<file path="config.mk">
export PLATFORM = sky130hd
export DESIGN_NAME = adcop_top
export DESIGN_NICKNAME = d
export VERILOG_FILES = /design/src/hw/adcop_pkg.sv /design/src/hw/adcop_pipe_if.sv /design/src/hw/adcop_pipe.sv /design/src/hw/adcop_top.sv
export VERILOG_INCLUDE_DIRS = /design/src /design/src/hw
export SDC_FILE = /design/constraint.sdc
export NUM_CORES = 1
export LEC_CHECK = 0
export BUFFER_PORTS_ARGS = -buffer_cell sky130_fd_sc_hd__buf_2
export CORE_MARGIN = 3
export CORE_UTILIZATION = 51
export CTS_BUF_LIST = sky130_fd_sc_hd__clkbuf_4 sky130_fd_sc_hd__clkbuf_8 sky130_fd_sc_hd__clkbuf_16
export DETAILED_ROUTE_END_ITERATION = 8
export PLACE_DENSITY = 0.72
export SETUP_SLACK_MARGIN = 0.2
export SYNTH_ARGS = -nofsm -noshare
export SYNTH_HDL_FRONTEND = slang
export SYNTH_SLANG_ARGS = --single-unit
</file>
<file path="constraint.sdc">
create_clock -name clock -period 1.8 [get_ports clock]
set_input_delay 0.18 -clock clock [delete_from_list [all_inputs] [get_ports clock]]
set_output_delay 0.18 -clock clock [all_outputs]
set_load 0.01 [all_outputs]
</file>
<file path="src/hw/adcop_regs.svh">
`ifndef ADCOP_REGS_SVH
`define ADCOP_REGS_SVH

// result word width and pipeline latency in encode cycles
`define ADCOP_CODE_W      12
`define ADCOP_LATENCY     5
// synchroniser depth for pins from outside the clock domain
`define ADCOP_SYNC_DEPTH  3
// width of the digitised input model, sign included
`define ADCOP_INPUT_W     14
// reset values of the output pins
`define ADCOP_RST_WORD    12'h000
`define ADCOP_RST_OVF     1'b0
`define ADCOP_RST_STROBE  1'b0

`endif

</file>
<file path="src/hw/adcop_pkg.sv">
package adcop_pkg;

  // data valid strobe phase, one-hot
  typedef enum logic [1:0] {
    ADCOP_STROBE_LOW  = 2'b01,
    ADCOP_STROBE_HIGH = 2'b10
  } adcop_strobe_t;

endpackage

</file>
<file path="src/hw/adcop_pipe_if.sv">
`timescale 1ns/100ps
`default_nettype none
`include "adcop_regs.svh"

interface adcop_pipe_if;
  logic                       take;
  logic [`ADCOP_CODE_W-1:0]   code_in;
  logic                       ovf_in;
  logic [`ADCOP_CODE_W-1:0]   code_out;
  logic                       ovf_out;

  modport producer (
    output take,
    output code_in,
    output ovf_in,
    input  code_out,
    input  ovf_out
  );
  modport pipe (
    input  take,
    input  code_in,
    input  ovf_in,
    output code_out,
    output ovf_out
  );
endinterface

`default_nettype wire

</file>
<file path="src/hw/adcop_pipe.sv">
`timescale 1ns/100ps
`default_nettype none
`include "adcop_regs.svh"

module adcop_pipe #(
  parameter int LATENCY = `ADCOP_LATENCY
) (
  // clock and reset
  input  wire logic   clock,
  input  wire logic   reset_n,
  // stage link
  adcop_pipe_if.pipe  pif
);

  // refused at elaboration: the shift needs a head and a tail stage
  if (LATENCY < 2) begin : g_latency_check
    $error("adcop_pipe: LATENCY must be at least 2");
  end

  logic [`ADCOP_CODE_W-1:0] code_ff     [LATENCY];
  logic [`ADCOP_CODE_W-1:0] nxt_code    [LATENCY];
  logic [LATENCY-1:0]       ovf_ff;
  logic [LATENCY-1:0]       nxt_ovf;

  // shift one stage per taken sample; idle between encode edges
  always_comb begin
    nxt_code = code_ff;
    nxt_ovf  = ovf_ff;
    if (pif.take) begin
      nxt_code[0] = pif.code_in;
      nxt_ovf[0]  = pif.ovf_in;
      for (int i = 1; i < LATENCY; i++) begin
        nxt_code[i] = code_ff[i-1];
        nxt_ovf[i]  = ovf_ff[i-1];
      end
    end
  end

  always_ff @(posedge clock or negedge reset_n) begin
    if (!reset_n) begin
      for (int i = 0; i < LATENCY; i++) begin
        code_ff[i] <= `ADCOP_RST_WORD;
      end
      ovf_ff <= '0;
    end else begin
      code_ff <= nxt_code;
      ovf_ff  <= nxt_ovf;
    end
  end

  // oldest stage: sample taken LATENCY-1 edges ago, shown on the next edge
  assign pif.code_out = code_ff[LATENCY-1];
  assign pif.ovf_out  = ovf_ff[LATENCY-1];

endmodule

`default_nettype wire

</file>
<file path="src/hw/adcop_top.sv">
// Operation
// - low format select inverts the result msb (two's complement); high leaves offset binary
// - a new sample is taken on each rising encode edge (complement falling)
// - result word enabled while output enable is low, released while high; overflow flag and strobe always driven
// - overflow flag goes high for a result whose input left the convertible range
// - each result is a 12-bit parallel word, bits zero to eleven
// - with format select low, all-zeros and all-ones codes sit adjacent at the bipolar zero transition
// - a sample's result appears five encode cycles after it was taken
`timescale 1ns/100ps
`default_nettype none
`include "adcop_regs.svh"

module adcop_top #(
  parameter int INPUT_W = `ADCOP_INPUT_W,
  parameter int LATENCY = `ADCOP_LATENCY
) (
  // clock and reset
  input  wire logic                      clock,
  input  wire logic                      reset_n,
  // encode pins, differential
  input  wire logic                      encode_clock_input,
  input  wire logic                      encode_clock_comp,
  // digitised analog input, signed, one lsb per code
  input  wire logic [INPUT_W-1:0]        analog_sample,
  // static controls
  input  wire logic                      output_format_select,
  input  wire logic                      output_enable_n,
  // result pins
  output logic [`ADCOP_CODE_W-1:0]       result_word,
  output logic                           result_word_oe,
  output logic                           range_overflow_flag,
  output logic                           data_valid_strobe
);

  localparam int NPIN         = 4;
  localparam int PIN_ENCODE   = 0;
  localparam int PIN_ENCODE_C = 1;
  localparam int PIN_FMT      = 2;
  localparam int PIN_OEN      = 3;

  // refused at elaboration: clamping needs headroom above the code width
  if (INPUT_W <= `ADCOP_CODE_W) begin : g_input_w_check
    $error("adcop_top: INPUT_W must exceed the code width to show overflow");
  end

  // clamp a signed input to the code range and return {overflow, offset binary code}
  function automatic logic [`ADCOP_CODE_W:0] adcop_convert(input logic [INPUT_W-1:0] s);
    logic signed [INPUT_W-1:0] v;
    logic signed [INPUT_W-1:0] hi;
    logic signed [INPUT_W-1:0] lo;
    logic [`ADCOP_CODE_W-1:0]  c;
    logic                      ovf;
    v   = signed'(s);
    hi  = INPUT_W'((1 << (`ADCOP_CODE_W - 1)) - 1);
    lo  = -hi - INPUT_W'(1);
    ovf = 1'b0;
    if (v > hi) begin
      c   = hi[`ADCOP_CODE_W-1:0];
      ovf = 1'b1;
    end else if (v < lo) begin
      c   = lo[`ADCOP_CODE_W-1:0];
      ovf = 1'b1;
    end else begin
      c = v[`ADCOP_CODE_W-1:0];
    end
    // offset binary is two's complement with the msb flipped
    return {ovf, ~c[`ADCOP_CODE_W-1], c[`ADCOP_CODE_W-2:0]};
  endfunction

  // pin synchronisers
  logic [NPIN-1:0]    sync1_ff;
  logic [NPIN-1:0]    sync2_ff;
  logic [NPIN-1:0]    sync3_ff;
  logic [NPIN-1:0]    stable_ff;
  logic [NPIN-1:0]    nxt_stable;
  logic [INPUT_W-1:0] samp1_ff;
  logic [INPUT_W-1:0] samp2_ff;
  logic [INPUT_W-1:0] samp3_ff;
  logic [INPUT_W-1:0] sample_ff;
  logic [INPUT_W-1:0] nxt_sample;

  // a pin change counts once the second and third stages agree;
  // the sample bus gets the same depth so it stays aligned with the encode edge
  always_comb begin
    nxt_stable = (~(sync2_ff ^ sync3_ff) & sync3_ff) | ((sync2_ff ^ sync3_ff) & stable_ff);
    // a bus caught mid-change keeps the last agreed value
    nxt_sample = (samp2_ff == samp3_ff) ? samp3_ff : sample_ff;
  end

  always_ff @(posedge clock or negedge reset_n) begin
    if (!reset_n) begin
      sync1_ff  <= '0;
      sync2_ff  <= '0;
      sync3_ff  <= '0;
      stable_ff <= '0;
      samp1_ff  <= '0;
      samp2_ff  <= '0;
      samp3_ff  <= '0;
      sample_ff <= '0;
    end else begin
      sync1_ff  <= {output_enable_n, output_format_select, encode_clock_comp,
                    encode_clock_input};
      sync2_ff  <= sync1_ff;
      sync3_ff  <= sync2_ff;
      stable_ff <= nxt_stable;
      samp1_ff  <= analog_sample;
      samp2_ff  <= samp1_ff;
      samp3_ff  <= samp2_ff;
      sample_ff <= nxt_sample;
    end
  end

  // encode edge detection
  logic encode_lvl_ff;
  logic nxt_encode_lvl;
  logic encode_rise;
  logic encode_fall;

  // differential level; equal pins keep the last level so noise cannot double-clock
  always_comb begin
    if (stable_ff[PIN_ENCODE] != stable_ff[PIN_ENCODE_C]) begin
      nxt_encode_lvl = stable_ff[PIN_ENCODE];
    end else begin
      nxt_encode_lvl = encode_lvl_ff;
    end
    encode_rise = nxt_encode_lvl & ~encode_lvl_ff;
    encode_fall = ~nxt_encode_lvl & encode_lvl_ff;
  end

  always_ff @(posedge clock or negedge reset_n) begin
    if (!reset_n) begin
      encode_lvl_ff <= 1'b0;
    end else begin
      encode_lvl_ff <= nxt_encode_lvl;
    end
  end

  // conversion pipeline
  adcop_pipe_if pif ();
  logic [`ADCOP_CODE_W:0] conv;

  // input is taken when the rising edge is seen; it must be steady around the edge
  always_comb begin
    conv        = adcop_convert(sample_ff);
    pif.take    = encode_rise;
    pif.code_in = conv[`ADCOP_CODE_W-1:0];
    pif.ovf_in  = conv[`ADCOP_CODE_W];
  end

  adcop_pipe #(
    .LATENCY (LATENCY)
  ) u_pipe (
    .clock   (clock),
    .reset_n (reset_n),
    .pif     (pif)
  );

  // output stage
  adcop_pkg::adcop_strobe_t    strobe_ff;
  adcop_pkg::adcop_strobe_t    nxt_strobe;
  logic [`ADCOP_CODE_W-1:0]    word_ff;
  logic [`ADCOP_CODE_W-1:0]    nxt_word;
  logic                        ovf_ff;
  logic                        nxt_ovf;
  logic                        oe_ff;
  logic                        nxt_oe;

  // word and flag change on the rising encode edge with the strobe low;
  // the strobe rises half an encode cycle later, mid-way through a stable word
  always_comb begin
    nxt_strobe = strobe_ff;
    nxt_word   = word_ff;
    nxt_ovf    = ovf_ff;
    nxt_oe     = ~stable_ff[PIN_OEN];
    case (strobe_ff)
      adcop_pkg::ADCOP_STROBE_LOW: begin
        if (encode_fall) begin
          nxt_strobe = adcop_pkg::ADCOP_STROBE_HIGH;
        end
      end
      adcop_pkg::ADCOP_STROBE_HIGH: begin
        if (encode_rise) begin
          nxt_strobe = adcop_pkg::ADCOP_STROBE_LOW;
        end
      end
      default: begin
        nxt_strobe = adcop_pkg::ADCOP_STROBE_LOW;
      end
    endcase
    if (encode_rise) begin
      // format low flips the msb so the codes wrap 000/FFF at zero
      nxt_word = {pif.code_out[`ADCOP_CODE_W-1] ^ ~stable_ff[PIN_FMT],
                  pif.code_out[`ADCOP_CODE_W-2:0]};
      nxt_ovf  = pif.ovf_out;
    end
  end

  always_ff @(posedge clock or negedge reset_n) begin
    if (!reset_n) begin
      strobe_ff <= adcop_pkg::ADCOP_STROBE_LOW;
      word_ff   <= `ADCOP_RST_WORD;
      ovf_ff    <= `ADCOP_RST_OVF;
      oe_ff     <= 1'b0;
    end else begin
      strobe_ff <= nxt_strobe;
      word_ff   <= nxt_word;
      ovf_ff    <= nxt_ovf;
      oe_ff     <= nxt_oe;
    end
  end

  // straight from flip-flops; the bench resolves the pad from the enable
  always_comb begin
    result_word         = word_ff;
    result_word_oe      = oe_ff;
    range_overflow_flag = ovf_ff;
    data_valid_strobe   = (strobe_ff == adcop_pkg::ADCOP_STROBE_HIGH);
  end

endmodule

`default_nettype wire

</file>
==> impl.org <==
** Drt
- Summed over all layers, the routed wires come to just over 8000 microns.
- Number of nets with antenna violations after detailed routing :: 0
- Detail-routed net length per standard cell :: around 12 microns
- Number of vias in the routed layout :: 3222
- First-pass iteration count of the detailed router :: 5
- Via count normalized by instance count :: 4.74
- The first routing iteration left roughly 170 violations.
- For this run, design rule violations remaining after detail routing come to 0.

** Synthesis
- Top cell type's share of synthesized area :: a little under three quarters
- Sorting the synthesized cells by area gives the leading types as sky130_fd_sc_hd__dfrtp_1 (72%), sky130_fd_sc_hd__nand2_1 (15%), sky130_fd_sc_hd__mux2_2 (3.0%), sky130_fd_sc_hd__xnor2_1 (2.3%), sky130_fd_sc_hd__o21ai_0 (2.3%).
- Among all flip-flop cells after synthesis, the most frequent one is sky130_fd_sc_hd__dfrtp_1.
- Yosys printed 0 warnings.
- Post-synth EDFFs :: 0
- Sequential-to-total area share from yosys stat :: ~72%
- When the netlist entered floorplanning its net count stood at about 500.
- Counting flops and latches in the post-synthesis netlist gives 154.
- Avg Inst Size Synth :: 11.4 sq um
- Async set or reset register ratio after synthesis :: 100%
- Synth area leader :: sky130_fd_sc_hd__dfrtp_1
- Cells after Synth :: 470
- After synthesis, the netlist uses 21 different library cells.
- After synthesis the cells add up to around 5300 sq um.

** Setup path
- The worst register-to-register path begins at samp2_ff[3]$_DFF_PN0_.
- CP Capture Type :: flop
- The cell family contributing the most delay on the critical path is simple AND/OR/NAND/NOR gates.
- The worst setup path is launched from a flop.
- Worst-case reg-to-reg path depth :: 5
- Worst path required time :: 2200 ps
- The signal on the critical path passes through xnor2_1 -> nand4_1 -> nor4_4 -> buf_6 -> mux2_4.
- Maximum cell stage delay along the critical path :: 390 ps
- The slowest stage of the critical path is the sky130_fd_sc_hd__dfrtp_1 cell.
- The worst register-to-register path ends at sample_ff[5]$_DFFE_PN0N_.
- Reg2reg setup slack :: between 100 and 150 ps
- Buf/Inv on CP :: 1
- Data arrival time at the worst-slack endpoint :: 2100 ps
- The worst setup path is of the flop to flop kind.
- In this run the worst setup path begins at samp2_ff[3]$_DFF_PN0_.
- In this run the worst path has a maximum fanout of 8.

** STA
- Counting I/O delays and the setup requirement, the final critical path takes 1700 ps.
- The final max-slew violation count came to 0.
- Final Worst Setup Slack :: about 100 ps
- Setup total negative slack on the finished layout was measured at 0 ps.
- Setup skew after layout :: approximately 6.8 ps
- For the pin with the worst max-slew slack, the measured transition is roughly 570 ps.
- In the finished design, the share of the clock period the worst path needs comes to between 90% and 100%.
- Number of hold violations in the final report :: 0
- Setup repair after global routing could not meet its margin everywhere.
- Peak clock frequency supported by timing :: ~590 MHz
- Finish-stage setup viols :: 0
- Rel. slew slack :: approximately 62%

** Finish
- Commonest non-fill, non-tap cell in the layout :: sky130_fd_sc_hd__nand2_1
- Number of antenna repair diodes :: 0
- After routing the design area is 6570 sq um.
- The finished layout holds approximately 700 standard cells, fillers aside.
- Final Core Density :: between 60% and 70%
- From synthesis to final layout, the design area changed by 23.0%.
- Layout cells sized above 1 :: between 15 and 20%
- Final nets :: about 550
- In the layout the commonest cells are sky130_fd_sc_hd__nand2_1 (215), sky130_fd_sc_hd__dfrtp_1 (153), sky130_fd_sc_hd__buf_2 (33), sky130_fd_sc_hd__o21ai_0 (24), sky130_fd_sc_hd__dlygate4sd3_1 (19).

** Global route
- The first global-routing pass estimated around 14000 microns of wire.
- Number of antenna violations at the first check in global routing :: 0
- Overall overflow remaining after global route :: 0
- Across every metal layer, demand over resource in global routing totals about 16%.
- The via count of the first global-routing pass was ~3300.
- Entering global routing, the biggest net connects 61 pins.

** Flow run
- Max-cap violations in this run came to 0.

** Die
- Core region area :: roughly 10000 sq um
- Height of the die :: approximately 110 microns
- The initial utilization of the core area, before any placement, comes to 53.6%.
- Top-level port count :: 35
- Row generation in the floorplan step produced 36 rows.
- The floorplan step defined a die boundary enclosing 11700 sq um.
- X dimension of the die :: around 110 microns

** Clocking
- H-tree Lvls :: 4
- TritonCTS created 17 clock buffers.
- Clock transition at the register clock pins on the worst setup and hold paths after CTS :: around 70 ps
- TritonCTS clock tree :: yes
- Counting along the longest clock path gives a buffer depth of 2.
- At the later pin of the worst-skew pair, clock insertion delay measures 520 ps.
- The tree built by TritonCTS fans out to between 150 and 200 sinks.
- The root buffer cell chosen for the clock tree is sky130_fd_sc_hd__clkbuf_8.

** Placed design
- At the end of routability-driven placement, the weighted congestion stood at 0.719.
- During placement, the flow inserted port buffers numbering 34.
- Counting tap cells, the placed design contains a total of approximately 630 instances.
- Placed instance area :: ~5700 sq um
- Half-perimeter wire length after detailed placement :: 5000 microns
- Prior to clock tree synthesis, the placed netlist has a worst setup slack of slightly above 80 ps.

** Pwr
- The analysis attributes to cell leakage a power of 3.37 nW.
- Worst IR Drop VDD :: 0.754 mV
- Power density normalized to cell area :: between 1000 and 1500 nW/um^2

** Status
- Status :: finished, final reports clean

** Worst hold path
- Tightest Hold Check Type :: primary input to async pin
[cell type report]
class	count	area (sq um)
clock buffer	18	428
clock inverter	14	161
fill	727	3390
inverter	4	15.0
multi-input combinational	293	1450
sequential	154	3850
tap	133	166
timing repair buffer	64	494
[through the flow]
step	total power, mW	hold slack [ps]
2_1_floorplan	4.12	-116
5_1_grt	8.14	120
3_5_place_dp	4.34	85.4
3_3_place_gp	4.32	83.5
4_1_cts	7.90	102
6_report	7.79	116
[logic make-up after synthesis]
kind of cell	Yosys count	share of synthesized area, %
buffers and inverters	23	1.85
AOI/OAI and AO/OA	27	2.65
and+or+nand+nor	232	16.9
muxes	14	2.95
DFF	154	72.2
xor gates and xnor gates	15	2.46
adders and majority gates	5	0.938
[synthesized netlist by cell type (3+ instances only)]
master / number
sky130_fd_sc_hd__nand2_1: 216
sky130_fd_sc_hd__dfrtp_1: 153
sky130_fd_sc_hd__o21ai_0: 24
sky130_fd_sc_hd__clkbuf_1: 14
sky130_fd_sc_hd__mux2_2: 14
sky130_fd_sc_hd__xnor2_1: 14
sky130_fd_sc_hd__nor2_1: 9
sky130_fd_sc_hd__maj3_1: 5
sky130_fd_sc_hd__buf_2: 4
sky130_fd_sc_hd__inv_1: 4
sky130_fd_sc_hd__nand4_1: 3
[state kept, by name (all words and copies together) (netlist names), 5 cells and up, named ones only]
| register | cells |
|---|---|
| result_word | 12 |
| samp1_ff | 14 |
| samp2_ff | 14 |
| samp3_ff | 14 |
| sample_ff | 14 |
| u_pipe.code_ff | 48 |
| u_pipe.ovf_ff | 5 |
| u_pipe.pif.code_out | 12 |
[metal layers]
| layer | wire (microns) | part of all wire [%] | vias up | global-route usage, % |
|---|---|---|---|---|
| met4 | 85 | 1.1 | 0 | 6.58 |
| met2 | 4040 | 50 | 64 | 25.9 |
| met3 | 336 | 4.2 | 6 | 5.37 |
| met1 | 3600 | 45 | 1538 | 19.6 |
| met5 | 0 | 0 | - | 0 |
| li1 | - | - | 1614 | - |
[power breakdown]
group	internal, mW	switching [mW]	leakage [nW]
Clock	2.05	1.43	0.291
Sequential	3.69	0.123	1.99
Combinational	0.202	0.290	1.09
[how the worst max path moves through the flow]
stage,slack (ps),cells after the start,end
global placement,140,5,sample_ff[7]$_DFFE_PN0N_
floorplan,120,5,sample_ff[10]$_DFFE_PN0N_
finish,100,5,sample_ff[5]$_DFFE_PN0N_
detailed placement,80,5,sample_ff[7]$_DFFE_PN0N_
global route,-30,5,sample_ff[12]$_DFFE_PN0N_
CTS,90,5,sample_ff[7]$_DFFE_PN0N_
[what timing repair did]
| action | CTS | global route |
|---|---|---|
| pin swaps | 4 | 0 |
| buffers inserted | 1 | 0 |
| hold buffers | 19 | 0 |
| gates resized for setup | 16 | 1 |
| endpoints found under the setup margin | 14 | 15 |
| endpoints found under the hold margin | 171 | 0 |
[worst register-to-register path, stage by stage (launching register included)]
cell	delay (ps)
sky130_fd_sc_hd__dfrtp_1	390
sky130_fd_sc_hd__xnor2_1	170
sky130_fd_sc_hd__nand4_1	150
sky130_fd_sc_hd__nor4_4	360
sky130_fd_sc_hd__buf_6	210
sky130_fd_sc_hd__mux2_4	300
No activity file was read; power rests on OpenSTA's default activity.
